$ cat config.mk
export PLATFORM = sky130hd
export DESIGN_NAME = thermal_misc_ctrl
export DESIGN_NICKNAME = d
export VERILOG_FILES = /design/src/logic/thermal_misc_pkg.sv /design/src/logic/thermal_misc_ctrl.sv /design/src/logic/throttle_select.sv
export SDC_FILE = /design/constraint.sdc
export NUM_CORES = 1
export LEC_CHECK = 0
export BUFFER_PORTS_ARGS = -buffer_cell sky130_fd_sc_hd__buf_2
export CAP_MARGIN = 10
export CORE_UTILIZATION = 49
export CTS_BUF_LIST = sky130_fd_sc_hd__clkbuf_4 sky130_fd_sc_hd__clkbuf_8
export DETAILED_ROUTE_END_ITERATION = 7
export PLACE_DENSITY = 0.87
export SYNTH_ARGS = -nofsm -noshare
export SYNTH_HDL_FRONTEND = slang
export SYNTH_SLANG_ARGS = --single-unit
$ cat constraint.sdc
create_clock -name CLK -period 3.47 [get_ports CLK]
set_input_delay 1.041 -clock CLK [delete_from_list [all_inputs] [get_ports CLK]]
set_output_delay 1.041 -clock CLK [all_outputs]
set_load 0.05 [all_outputs]
$ cat src/logic/thermal_misc_pkg.sv
package thermal_misc_pkg;

   // ----------------------------------------------------------------
   // register map (printed offsets are not all multiples of four, so the
   // printed offset is the index and the byte address is four times it)
   // ----------------------------------------------------------------
   localparam logic [11:0] THERM_CTL_IDX = 12'h19D;
   localparam logic [11:0] MISC_EN_IDX = 12'h1A0;
   localparam logic [13:0] THERM_CTL_ADDR = {THERM_CTL_IDX, 2'b00};
   localparam logic [13:0] MISC_EN_ADDR = {MISC_EN_IDX, 2'b00};
   localparam logic [13:0] SENSOR_ADDR = 14'h0700;

   // ----------------------------------------------------------------
   // field positions
   // ----------------------------------------------------------------
   localparam int MODE_SEL_BIT = 16;
   localparam int STEP_SET_MSB = 15;
   localparam int FAST_STR_BIT = 0;
   localparam int AUTO_THERM_BIT = 3;
   localparam int PERFMON_AVAIL_BIT = 7;
   localparam int PREFETCH_DIS_BIT = 9;
   localparam int FLOAT_ERROR_PIN_MUX_BIT = 10;
   localparam int BTS_UNAVAIL_BIT = 11;
   localparam int PEBS_UNAVAIL_BIT = 12;
   localparam int FREQ_STEP_EN_BIT = 13;

   // ----------------------------------------------------------------
   // reset values
   // ----------------------------------------------------------------
   localparam logic [63:0] MISC_RO_VALUE = 64'h0000_0000_0000_1880;
   localparam logic [63:0] MISC_RW_MASK = 64'h0000_0000_0000_2609;
   localparam logic [15:0] STEP_SET_RESET = 16'h0000;

   // throttle mechanism selected by the hardware
   typedef enum logic [1:0] {THR_NONE, THR_DUTY, THR_STEP} throttle_t;

   // software writable control state
   typedef struct packed {
      logic mode_select;
      logic [15:0] step_setting;
      logic fast_strings;
      logic auto_thermal_en;
      logic prefetch_dis;
      logic float_error_pin_mux;
      logic freq_step_en;
   } ctrl_t;

   // plain register port request
   typedef struct packed {
      logic [13:0] addr;
      logic [63:0] wdata;
      logic wr;
      logic rd;
   } reg_req_t;

endpackage

$ cat src/logic/thermal_misc_ctrl.sv
// Operation
// - mode select bit picks duty or step
// - thermal enable clear disables both mechanisms
// - prefetch disable bit stops stream prefetch
// - error pin mux bit selects break signalling
// - step throttle applies last written setting
// - step enable clear keeps ratio unchanged
// - availability bits are fixed read only
module thermal_misc_ctrl
   import thermal_misc_pkg::*;
(
   input wire logic CLK,
   input wire logic NRST,
   input wire logic [13:0] ADDR,
   input wire logic [63:0] WDATA,
   input wire logic WR,
   input wire logic RD,
   input wire logic THERM_HOT,
   input wire logic BREAK_PENDING,
   input wire logic LEGACY_FP_ERR,
   output logic [63:0] RDATA,
   output logic PREFETCH_EN,
   output logic FLOAT_ERROR_PIN,
   output logic DUTY_THROTTLE,
   output logic STEP_THROTTLE,
   output logic [15:0] STEP_SETTING,
   output logic FAST_STRINGS
);

   // ----------------------------------------------------------------
   // state
   // ----------------------------------------------------------------
   typedef struct packed {
      ctrl_t ctrl;
      logic [63:0] rdata;
      logic prefetch_en;
      logic float_error_pin;
      logic duty;
      logic step;
      logic [15:0] step_out;
   } state_t;

   state_t s_r;
   state_t s_nxt;
   reg_req_t req;
   throttle_t mode;
   logic duty_act;
   logic step_act;

   assign req = '{addr: ADDR, wdata: WDATA, wr: WR, rd: RD};

   // readback image of the feature register, fixed bits included
   function automatic logic [63:0] misc_image(input ctrl_t c);
      logic [63:0] v;
      v = MISC_RO_VALUE;
      v[FAST_STR_BIT] = c.fast_strings;
      v[AUTO_THERM_BIT] = c.auto_thermal_en;
      v[PREFETCH_DIS_BIT] = c.prefetch_dis;
      v[FLOAT_ERROR_PIN_MUX_BIT] = c.float_error_pin_mux;
      v[FREQ_STEP_EN_BIT] = c.freq_step_en;
      return v;
   endfunction

   throttle_select u_sel (
      .clk(CLK),
      .nrst(NRST),
      .ctrl(s_r.ctrl),
      .hot(THERM_HOT),
      .mode(mode),
      .duty_active(duty_act),
      .step_active(step_act)
   );

   // ----------------------------------------------------------------
   // register access and outputs
   // ----------------------------------------------------------------
   always_comb
   begin
      s_nxt = s_r;
      s_nxt.rdata = 64'h0000_0000_0000_0000;
      // writes touch only defined fields; reserved bits are dropped
      if (req.wr && req.addr == THERM_CTL_ADDR)
      begin
         s_nxt.ctrl.mode_select = req.wdata[MODE_SEL_BIT];
         s_nxt.ctrl.step_setting = req.wdata[STEP_SET_MSB:0];
      end
      else if (req.wr && req.addr == MISC_EN_ADDR)
      begin
         s_nxt.ctrl.fast_strings = req.wdata[FAST_STR_BIT];
         s_nxt.ctrl.auto_thermal_en = req.wdata[AUTO_THERM_BIT];
         s_nxt.ctrl.prefetch_dis = req.wdata[PREFETCH_DIS_BIT];
         s_nxt.ctrl.float_error_pin_mux = req.wdata[FLOAT_ERROR_PIN_MUX_BIT];
         s_nxt.ctrl.freq_step_en = req.wdata[FREQ_STEP_EN_BIT];
      end
      // read decode; unmapped addresses return zero
      if (req.rd && req.addr == THERM_CTL_ADDR)
      begin
         s_nxt.rdata[MODE_SEL_BIT] = s_r.ctrl.mode_select;
         s_nxt.rdata[STEP_SET_MSB:0] = s_r.ctrl.step_setting;
      end
      else if (req.rd && req.addr == MISC_EN_ADDR)
      begin
         s_nxt.rdata = misc_image(s_r.ctrl);
      end
      else if (req.rd && req.addr == SENSOR_ADDR)
      begin
         // live throttle state, handy when tuning the trip point
         s_nxt.rdata[1:0] = mode;
         s_nxt.rdata[2] = duty_act;
         s_nxt.rdata[3] = step_act;
      end
      s_nxt.prefetch_en = !s_r.ctrl.prefetch_dis;
      // pin follows break events only in mux mode
      s_nxt.float_error_pin = s_r.ctrl.float_error_pin_mux ? BREAK_PENDING : LEGACY_FP_ERR;
      s_nxt.duty = duty_act;
      s_nxt.step = step_act;
      // ratio and voltage only move while stepping is engaged
      if (step_act)
         s_nxt.step_out = s_r.ctrl.step_setting;
   end

   // state register
   always_ff @(posedge CLK or negedge NRST)
   begin
      if (!NRST)
      begin
         s_r <= '0;
         s_r.prefetch_en <= 1'b1;
         s_r.ctrl.step_setting <= STEP_SET_RESET;
      end
      else
         s_r <= s_nxt;
   end

   assign RDATA = s_r.rdata;
   assign PREFETCH_EN = s_r.prefetch_en;
   assign FLOAT_ERROR_PIN = s_r.float_error_pin;
   assign DUTY_THROTTLE = s_r.duty;
   assign STEP_THROTTLE = s_r.step;
   assign STEP_SETTING = s_r.step_out;
   assign FAST_STRINGS = s_r.ctrl.fast_strings;

   // ----------------------------------------------------------------
   // checks
   // ----------------------------------------------------------------
   // throttles trail the enable by two registers, so look three back
   property p_no_throttle_when_off;
      @(posedge CLK) disable iff (!NRST)
      !s_r.ctrl.auto_thermal_en [*3] |-> !DUTY_THROTTLE && !STEP_THROTTLE;
   endproperty
   a_no_throttle_when_off: assert property (p_no_throttle_when_off)
      else $error("throttle active while thermal enable is off");

   property p_duty_mode;
      @(posedge CLK) disable iff (!NRST)
      (s_r.ctrl.auto_thermal_en && !s_r.ctrl.mode_select && THERM_HOT)
         ##1 $stable(s_r.ctrl) |=> DUTY_THROTTLE && !STEP_THROTTLE;
   endproperty
   a_duty_mode: assert property (p_duty_mode)
      else $error("duty throttle not engaged in duty mode");

   property p_prefetch;
      @(posedge CLK) disable iff (!NRST)
      WR && ADDR == MISC_EN_ADDR ##2 !(WR && ADDR == MISC_EN_ADDR)
         |-> PREFETCH_EN == !$past(WDATA[PREFETCH_DIS_BIT], 2);
   endproperty
   a_prefetch: assert property (p_prefetch)
      else $error("prefetch enable does not follow disable bit");

   property p_float_error_pin;
      @(posedge CLK) disable iff (!NRST)
      s_r.ctrl.float_error_pin_mux |=> FLOAT_ERROR_PIN == $past(BREAK_PENDING);
   endproperty
   a_float_error_pin: assert property (p_float_error_pin)
      else $error("error pin not following break event");

   property p_step_value;
      @(posedge CLK) disable iff (!NRST)
      $rose(STEP_THROTTLE) ##1 STEP_THROTTLE
         |-> STEP_SETTING == $past(s_r.ctrl.step_setting, 2);
   endproperty
   a_step_value: assert property (p_step_value)
      else $error("step setting not applied");

   property p_step_hold;
      @(posedge CLK) disable iff (!NRST)
      !s_r.ctrl.freq_step_en [*3] |-> $stable(STEP_SETTING);
   endproperty
   a_step_hold: assert property (p_step_hold)
      else $error("ratio changed with step enable clear");

   property p_ro_bits;
      @(posedge CLK) disable iff (!NRST)
      RD && ADDR == MISC_EN_ADDR |=>
         RDATA[PERFMON_AVAIL_BIT] && RDATA[BTS_UNAVAIL_BIT]
         && RDATA[PEBS_UNAVAIL_BIT];
   endproperty
   a_ro_bits: assert property (p_ro_bits)
      else $error("availability bits wrong");

   property p_reserved;
      @(posedge CLK) disable iff (!NRST)
      RD && ADDR == THERM_CTL_ADDR |=> RDATA[63:17] == 47'h0;
   endproperty
   a_reserved: assert property (p_reserved)
      else $error("reserved bits read nonzero");

   property p_float_error_pin_legacy;
      @(posedge CLK) disable iff (!NRST)
      !s_r.ctrl.float_error_pin_mux |=> FLOAT_ERROR_PIN == $past(LEGACY_FP_ERR);
   endproperty
   a_float_error_pin_legacy: assert property (p_float_error_pin_legacy)
      else $error("error pin not following legacy source");

   // step mode must never fall back to duty modulation
   property p_step_no_duty;
      @(posedge CLK) disable iff (!NRST)
      (s_r.ctrl.auto_thermal_en && s_r.ctrl.mode_select)
         ##1 $stable(s_r.ctrl) |=> !DUTY_THROTTLE;
   endproperty
   a_step_no_duty: assert property (p_step_no_duty)
      else $error("duty throttle active in step mode");

   // stepping needs its own enable seen two registers back
   property p_step_needs_enable;
      @(posedge CLK) disable iff (!NRST)
      !s_r.ctrl.freq_step_en [*3] |-> !STEP_THROTTLE;
   endproperty
   a_step_needs_enable: assert property (p_step_needs_enable)
      else $error("step throttle engaged with step enable clear");

endmodule

$ cat src/logic/throttle_select.sv
module throttle_select
   import thermal_misc_pkg::*;
(
   input wire logic clk,
   input wire logic nrst,
   input ctrl_t ctrl,
   input wire logic hot,
   output throttle_t mode,
   output logic duty_active,
   output logic step_active
);

   typedef struct packed {
      throttle_t mode;
      logic duty;
      logic step;
   } sel_state_t;

   sel_state_t s_r;
   sel_state_t s_nxt;

   // -----------------------------------------------
   // mechanism choice
   // -----------------------------------------------
   always_comb
   begin
      s_nxt = s_r;
      s_nxt.duty = 1'b0;
      s_nxt.step = 1'b0;
      if (!ctrl.auto_thermal_en)
      begin
         s_nxt.mode = THR_NONE;
      end
      else if (ctrl.mode_select)
      begin
         s_nxt.mode = THR_STEP;
         // step throttling only engages when its own enable is set
         s_nxt.step = hot && ctrl.freq_step_en;
      end
      else
      begin
         s_nxt.mode = THR_DUTY;
         s_nxt.duty = hot;
      end
   end

   // state register
   always_ff @(posedge clk or negedge nrst)
   begin
      if (!nrst)
         s_r <= '{mode: THR_NONE, duty: 1'b0, step: 1'b0};
      else
         s_r <= s_nxt;
   end

   assign mode = s_r.mode;
   assign duty_active = s_r.duty;
   assign step_active = s_r.step;

endmodule

==> results of run 1 <==
==> through the flow <==
step / power (mW) / std cells
floorplan: 0.910 / 282
global placement: 0.909 / 349
detailed placement: 0.910 / 349
CTS: 1.54 / 365
global route: 1.58 / 365
finish: 1.52 / 365
==> sequential cells by signal, summed over array words and instances, names as in the netlist, 2 cells and up <==
register	cells
s_r	21
RDATA	17
STEP_SETTING	16
u_sel.mode	2
==> cell families after synthesis <==
group | after synthesis | share of synthesized area (%)
compound gates | 10 | 2.58
simple gates | 38 | 9.28
mux | 39 | 15.6
other cells | 1 | 0.123
buf+inv | 85 | 20.9
flops | 63 | 51.6
==> routing by layer <==
metal | part of all wire, % | vias to the layer above | routed length, um
met4 | 1.6 | 0 | 74
li1 | - | 765 | -
met1 | 41 | 801 | 1920
met3 | 6.9 | 10 | 321
met2 | 50 | 81 | 2360
met5 | 0 | - | 0
==> critical path, delay by kind of cell <==
kind	cells	cell delay (ns)
buf+inv	1	0.13
simple gates	3	0.97
mux	1	0.38
==> layout by cell type (no fill, tap or decap), drive strengths merged, types with 3 or more instances in the layout <==
cell type	synthesis	layout
and2	9	9
nand2	6	6
a22o	5	5
dfrtp	62	62
clkbuf	1	10
conb	1	47
buf	83	76
nor2	7	7
clkinv	0	3
a21o	3	3
mux2	39	39
==> cell type report <==
type                    count  area (um^2)
repair buffers             76          383
multi-input cells         134         1020
fillers                   540         2680
well taps                  75         93.8
clock inverters             6         60.1
inverters                   1         3.75
flip-flops and latches     63         1580
clock buffers              10          138
==> where the power goes <==
part / leakage, nW / total, mW / switching, mW / internal [mW]
clock network: 0.0981 / 0.624 / 0.277 / 0.347
registers: 0.875 / 0.736 / 0.000393 / 0.735
logic: 0.876 / 0.160 / 0.140 / 0.0197
total: 1.85 / 1.52 / 0.417 / 1.10
==> how the worst min path moves through the flow <==
stage,from,end,cells past startpoint
6_report,u_sel.duty_active,DUTY_THROTTLE,0
3_3_place_gp,u_sel.duty_active,DUTY_THROTTLE,0
5_1_grt,u_sel.duty_active,DUTY_THROTTLE,0
3_5_place_dp,u_sel.duty_active,DUTY_THROTTLE,0
4_1_cts,u_sel.duty_active,DUTY_THROTTLE,0
2_1_floorplan,u_sel.step_active,STEP_THROTTLE,0
==> impl_metrics.py, run 1 <==
metrics = {
    "cells_and_area": {
        "drive_above_1_share_pct": 49.0,
        "syn_to_final_growth_pct": 6.95,
        "finish.utilization_pct": 54.9,
        "n_antenna_cell": 0,
        "nets": 370,
        "final_area_mm2": 0.00327,
    },
    "global_route": {
        "grt_overflow": 0,
        "grt_pass1_vias": 1581,
        "top_usage_layer": "met2",
        "grt_max_degree": 64,
        "grt_use_total_pct": 15.8,
        "grt_pass1_wl_um": 7450,
        "grtUsageMet1_pct": 18.5,
        "antenna_found_initial": 0,
        "use_met3_pct": 5.51,
        "grt_util_met2_pct": 25.8,
    },
    "worst_setup_path": {
        "r2r-start": "u_sel.step_active",
        "crit_fanout": 17,
        "worstPathRequired_ns": 3.68,
        "critical_path.startpoint": "ADDR[7]",
        "critical-path-max-stage-delay_ns": 0.41,
        "arrival_ns": 2.54,
        "crit_path_top_delay_cell": "nor2_8",
        "start_kind": "primary input",
        "path_class": "primary input to flip-flop",
        "end_kind": "flip-flop",
        "rr_worst_depth": 1,
        "path_cells": "buf_2 -> nor4_4 -> nand4_4 -> nor2_8 -> mux2_2",
        "endpoint": "s_r[93]",
        "r2r_slack_ns": 2.04,
        "worstReg2RegEnd": "STEP_SETTING[14]",
    },
    "timing": {
        "finalClockSkew_ns": 0.00403,
        "worst_pin_slew_ns": 0.843,
        "hold_ws_ns": 0.401,
        "finalSetupViolCount": 0,
        "finalSetupTns_ns": 0,
        "rsz0062_at_grt": "no",
        "slew_headroom_pct": 43.8,
        "slew_viol_final": 0,
        "timing.final.crit_share_pct": 67.0,
        "fin_crit_ns": 2.33,
        "timing.final.ws_setup_ns": 1.14,
        "max_clock_freq_mhz": 430,
        "hold_viol_final": 0,
    },
    "clock_tree": {
        "clk_path_buf_depth": 2,
        "postCtsResizedCells": 0,
        "cts-root-buf": "clkbuf_8",
        "cts_hold_buf": 0,
        "cts.htree.levels": 3,
        "cts_setup_buffers": 0,
        "clkLatencyLatePin_ns": 0.33,
        "clkSlewWorstSetupHoldPaths_ns": 0.07,
        "cts_buffers": 9,
        "cts_tree": "built",
        "cts_sinks": 63,
    },
    "floorplanning": {
        "fp.dieW_um": 81.0,
        "fp-row-count": 28,
        "chipHeight_um": 81.0,
        "core_area_mm2": 0.00596,
        "ios": 170,
        "die-area_mm2": 0.00656,
        "initial_core_util_pct": 51.4,
    },
    "detailed_routing": {
        "vias_per_cell": 4.54,
        "drc": 0,
        "drt-pass1-iter-count": 5,
        "wl_per_cell_um": 12.8,
        "ant_nets": 0,
        "drtIter0Drc": 34,
        "wl_um": 4680,
        "vias": 1657,
    },
    "synth": {
        "yosys_most_used_dff": "dfrtp_1",
        "ys_types": 33,
        "synth_most_common_cell": "buf_4",
        "syn_avg_cell_area_um2": 13.0,
        "syn_inst": 236,
        "synth_common_cells": "buf_4 (80), dfrtp_1 (62), mux2_2 (29)",
        "postSynth.asyncResetShare_pct": 100,
        "yosysTopAreaCellShare_pct": 50.7,
        "synth_area_mm2": 0.00306,
        "yosys-top-cells-area": "dfrtp_1 (51%), buf_4 (20%), mux2_2 (11%)",
        "synth_seq_cells": 63,
        "synth_warnings": 0,
        "synth_top_cell_by_area": "dfrtp_1",
        "synth-edff-count": 0,
        "yosysSeqAreaShare_pct": 51.6,
    },
    "power_and_ir_drop": {
        "pwr_density_cell_mw_per_mm2": 464,
        "ir_drop_v": 0.000248,
        "leakagePower_nw": 1.85,
    },
    "place": {
        "pre_cts_ws_ns": 0.776,
        "gp_congestion": 0.802,
        "port_buffers": 75,
        "dpl.hpwl_um": 3260,
        "place_area_mm2": 0.00307,
    },
    "run": {
        "maxCapViolations": 0,
    },
    "status": {
        "status": "finished clean",
    },
    "hold_path": {
        "hold_class": "flip-flop to flip-flop",
    },
}
Note: power is estimated with default switching activity, not from simulation.
==> run 2: changes to the inputs <==
- CORE_UTILIZATION: 49 -> 41
- PLACE_DENSITY: 0.87 -> 0.78
- clock period: 3.47 -> 2 ns (I/O delays scaled with it)
==> impl_metrics.py, run 2 (synthesized netlist as in run 1, its figures left out) <==
metrics = {
    "global_route": {
        "grt_pass1_vias": 1649,
        "grt_pass1_wl_um": 7910,
        "use_met3_pct": 4.85,
        "grt_util_met2_pct": 22.5,
        "grt_overflow": 0,
        "antenna_found_initial": 0,
        "grt_use_total_pct": 14.0,
        "grt_max_degree": 41,
        "top_usage_layer": "met2",
        "grtUsageMet1_pct": 17.2,
    },
    "clock_tree": {
        "postCtsResizedCells": 0,
        "clkSlewWorstSetupHoldPaths_ns": 0.08,
        "cts_buffers": 9,
        "cts_sinks": 63,
        "cts_tree": "built",
        "clk_path_buf_depth": 2,
        "cts_setup_buffers": 0,
        "clkLatencyLatePin_ns": 0.34,
        "cts-root-buf": "clkbuf_8",
        "cts.htree.levels": 3,
        "cts_hold_buf": 0,
    },
    "cells_and_area": {
        "final_common_cell": "buf_2",
        "fillers": 676,
        "nets": 382,
        "drive_above_1_share_pct": 51.0,
        "regArea_mm2": 0.00158,
        "largest_register": "s_r",
        "multi_input_area_mm2": 0.00102,
        "layout_common_cells": "buf_2 (75), dfrtp_1 (62), conb_1 (47)",
        "instances_no_fill": 401,
        "n_antenna_cell": 0,
        "largest_register_ffs": 21,
        "syn_to_final_growth_pct": 12.1,
    },
    "status": {
        "status": "finished clean",
    },
    "floorplanning": {
        "core_area_mm2": 0.00721,
        "initial_core_util_pct": 42.4,
        "fp.dieW_um": 88.4,
        "chipHeight_um": 88.4,
        "ios": 170,
        "fp-row-count": 31,
        "die-area_mm2": 0.00781,
    },
    "timing": {
        "max_clock_freq_mhz": 573,
        "slew_viol_final": 0,
        "hold_viol_final": 0,
        "rsz0062_at_grt": "no",
        "worst_pin_slew_ns": 0.509,
        "fin_crit_ns": 1.74,
        "finalSetupViolCount": 0,
        "finalClockSkew_ns": 0.00908,
        "slew_headroom_pct": 66.1,
        "timing.final.crit_share_pct": 87.2,
    },
    "power_and_ir_drop": {
        "p_sw_mw": 0.764,
        "internal_power_mw": 1.89,
        "p_comb_share_pct": 10.7,
        "ir_drop_v": 0.000341,
        "fin_total_pwr_mw": 2.65,
        "switching_share_pct": 28.8,
        "power_frac_clock_pct": 41.2,
        "pwr_density_cell_mw_per_mm2": 774,
        "leakagePower_nw": 1.92,
        "seqPwrFrac_pct": 48.1,
    },
    "detailed_routing": {
        "wl_um": 5040,
        "wl_per_cell_um": 12.6,
        "ant_nets": 0,
        "vias_per_cell": 4.31,
        "drc": 0,
        "drt-pass1-iter-count": 4,
        "vias": 1730,
        "drtIter0Drc": 31,
    },
    "place": {
        "dpl.hpwl_um": 3710,
        "port_buffers": 75,
        "placedCellCount": 385,
        "gp_congestion": 0.799,
    },
    "worst_setup_path": {
        "worstPathRequired_ns": 2.23,
        "start_kind": "primary input",
        "end_kind": "flip-flop",
        "path_class": "primary input to flip-flop",
        "arrival_ns": 1.97,
        "crit_fanout": 5,
    },
    "hold_path": {
        "hold_class": "primary input to async pin",
    },
    "run": {
        "maxCapViolations": 0,
    },
}
==> run 2: layout make-up <==
type | instances | area share, %
well taps | 99 | 3.61
repair buffers | 88 | 14.9
clock inverters | 7 | 2.12
flip-flops and latches | 63 | 46.0
clock buffers | 9 | 3.61
inverters | 1 | 0.109
multi-input cells | 134 | 29.6
==> run 2: path summary, 6_finish.rpt <==
kind | start | end | slack (ns) | cells after the start
min in group CLK | u_sel.duty_active | DUTY_THROTTLE | 0.38 | 0
max reg2reg | u_sel.step_active | STEP_SETTING[6] | 0.97 | 2
max | ADDR[3] | s_r[84] | 0.26 | 5
min | NRST | RDATA[14] | 0.24 | 2
min reg2reg | u_sel.duty_active | DUTY_THROTTLE | 0.38 | 0
max in group asynchronous | NRST | PREFETCH_EN | 1.30 | 2
==> run 2: power by group through the flow <==
stage	clock (mW)	combinational, mW	sequential (mW)
after floorplan	0	0.274	1.30
after global placement	0	0.282	1.30
after detailed placement	0	0.286	1.30
after CTS	1.13	0.286	1.28
after global routing	1.20	0.305	1.28
final	1.09	0.284	1.28
==> run 2: metrics by stage <==
| step | instance area (um^2) | setup TNS, ns | util [%] | setup slack (ns) | hold WS (ns) |
|---|---|---|---|---|---|
| floorplan | 3230 | 0 | - | 0.109 | 0.304 |
| global placement | 3230 | -0.153 | 44.8 | -0.0306 | 0.371 |
| detailed placement | 3230 | -0.646 | 44.8 | -0.0840 | 0.365 |
| CTS | 3430 | 0 | 47.5 | 0.266 | 0.227 |
| global route | 3430 | 0 | 47.5 | 0.132 | 0.248 |
| finish | 3430 | 0 | 47.5 | 0.255 | 0.237 |
==> run 2: layer usage <==
layer	share of wire (%)	vias up
li1	-	792
met1	43	842
met2	50	85
met3	5.9	11
met4	1.6	0
met5	0	-
==> run 2: worst max-delay path: stages <==
cell and delay (ns):
buf_2 0.12, nor4_1 0.36, nand4_1 0.20, nor2_2 0.32, mux2_2 0.37
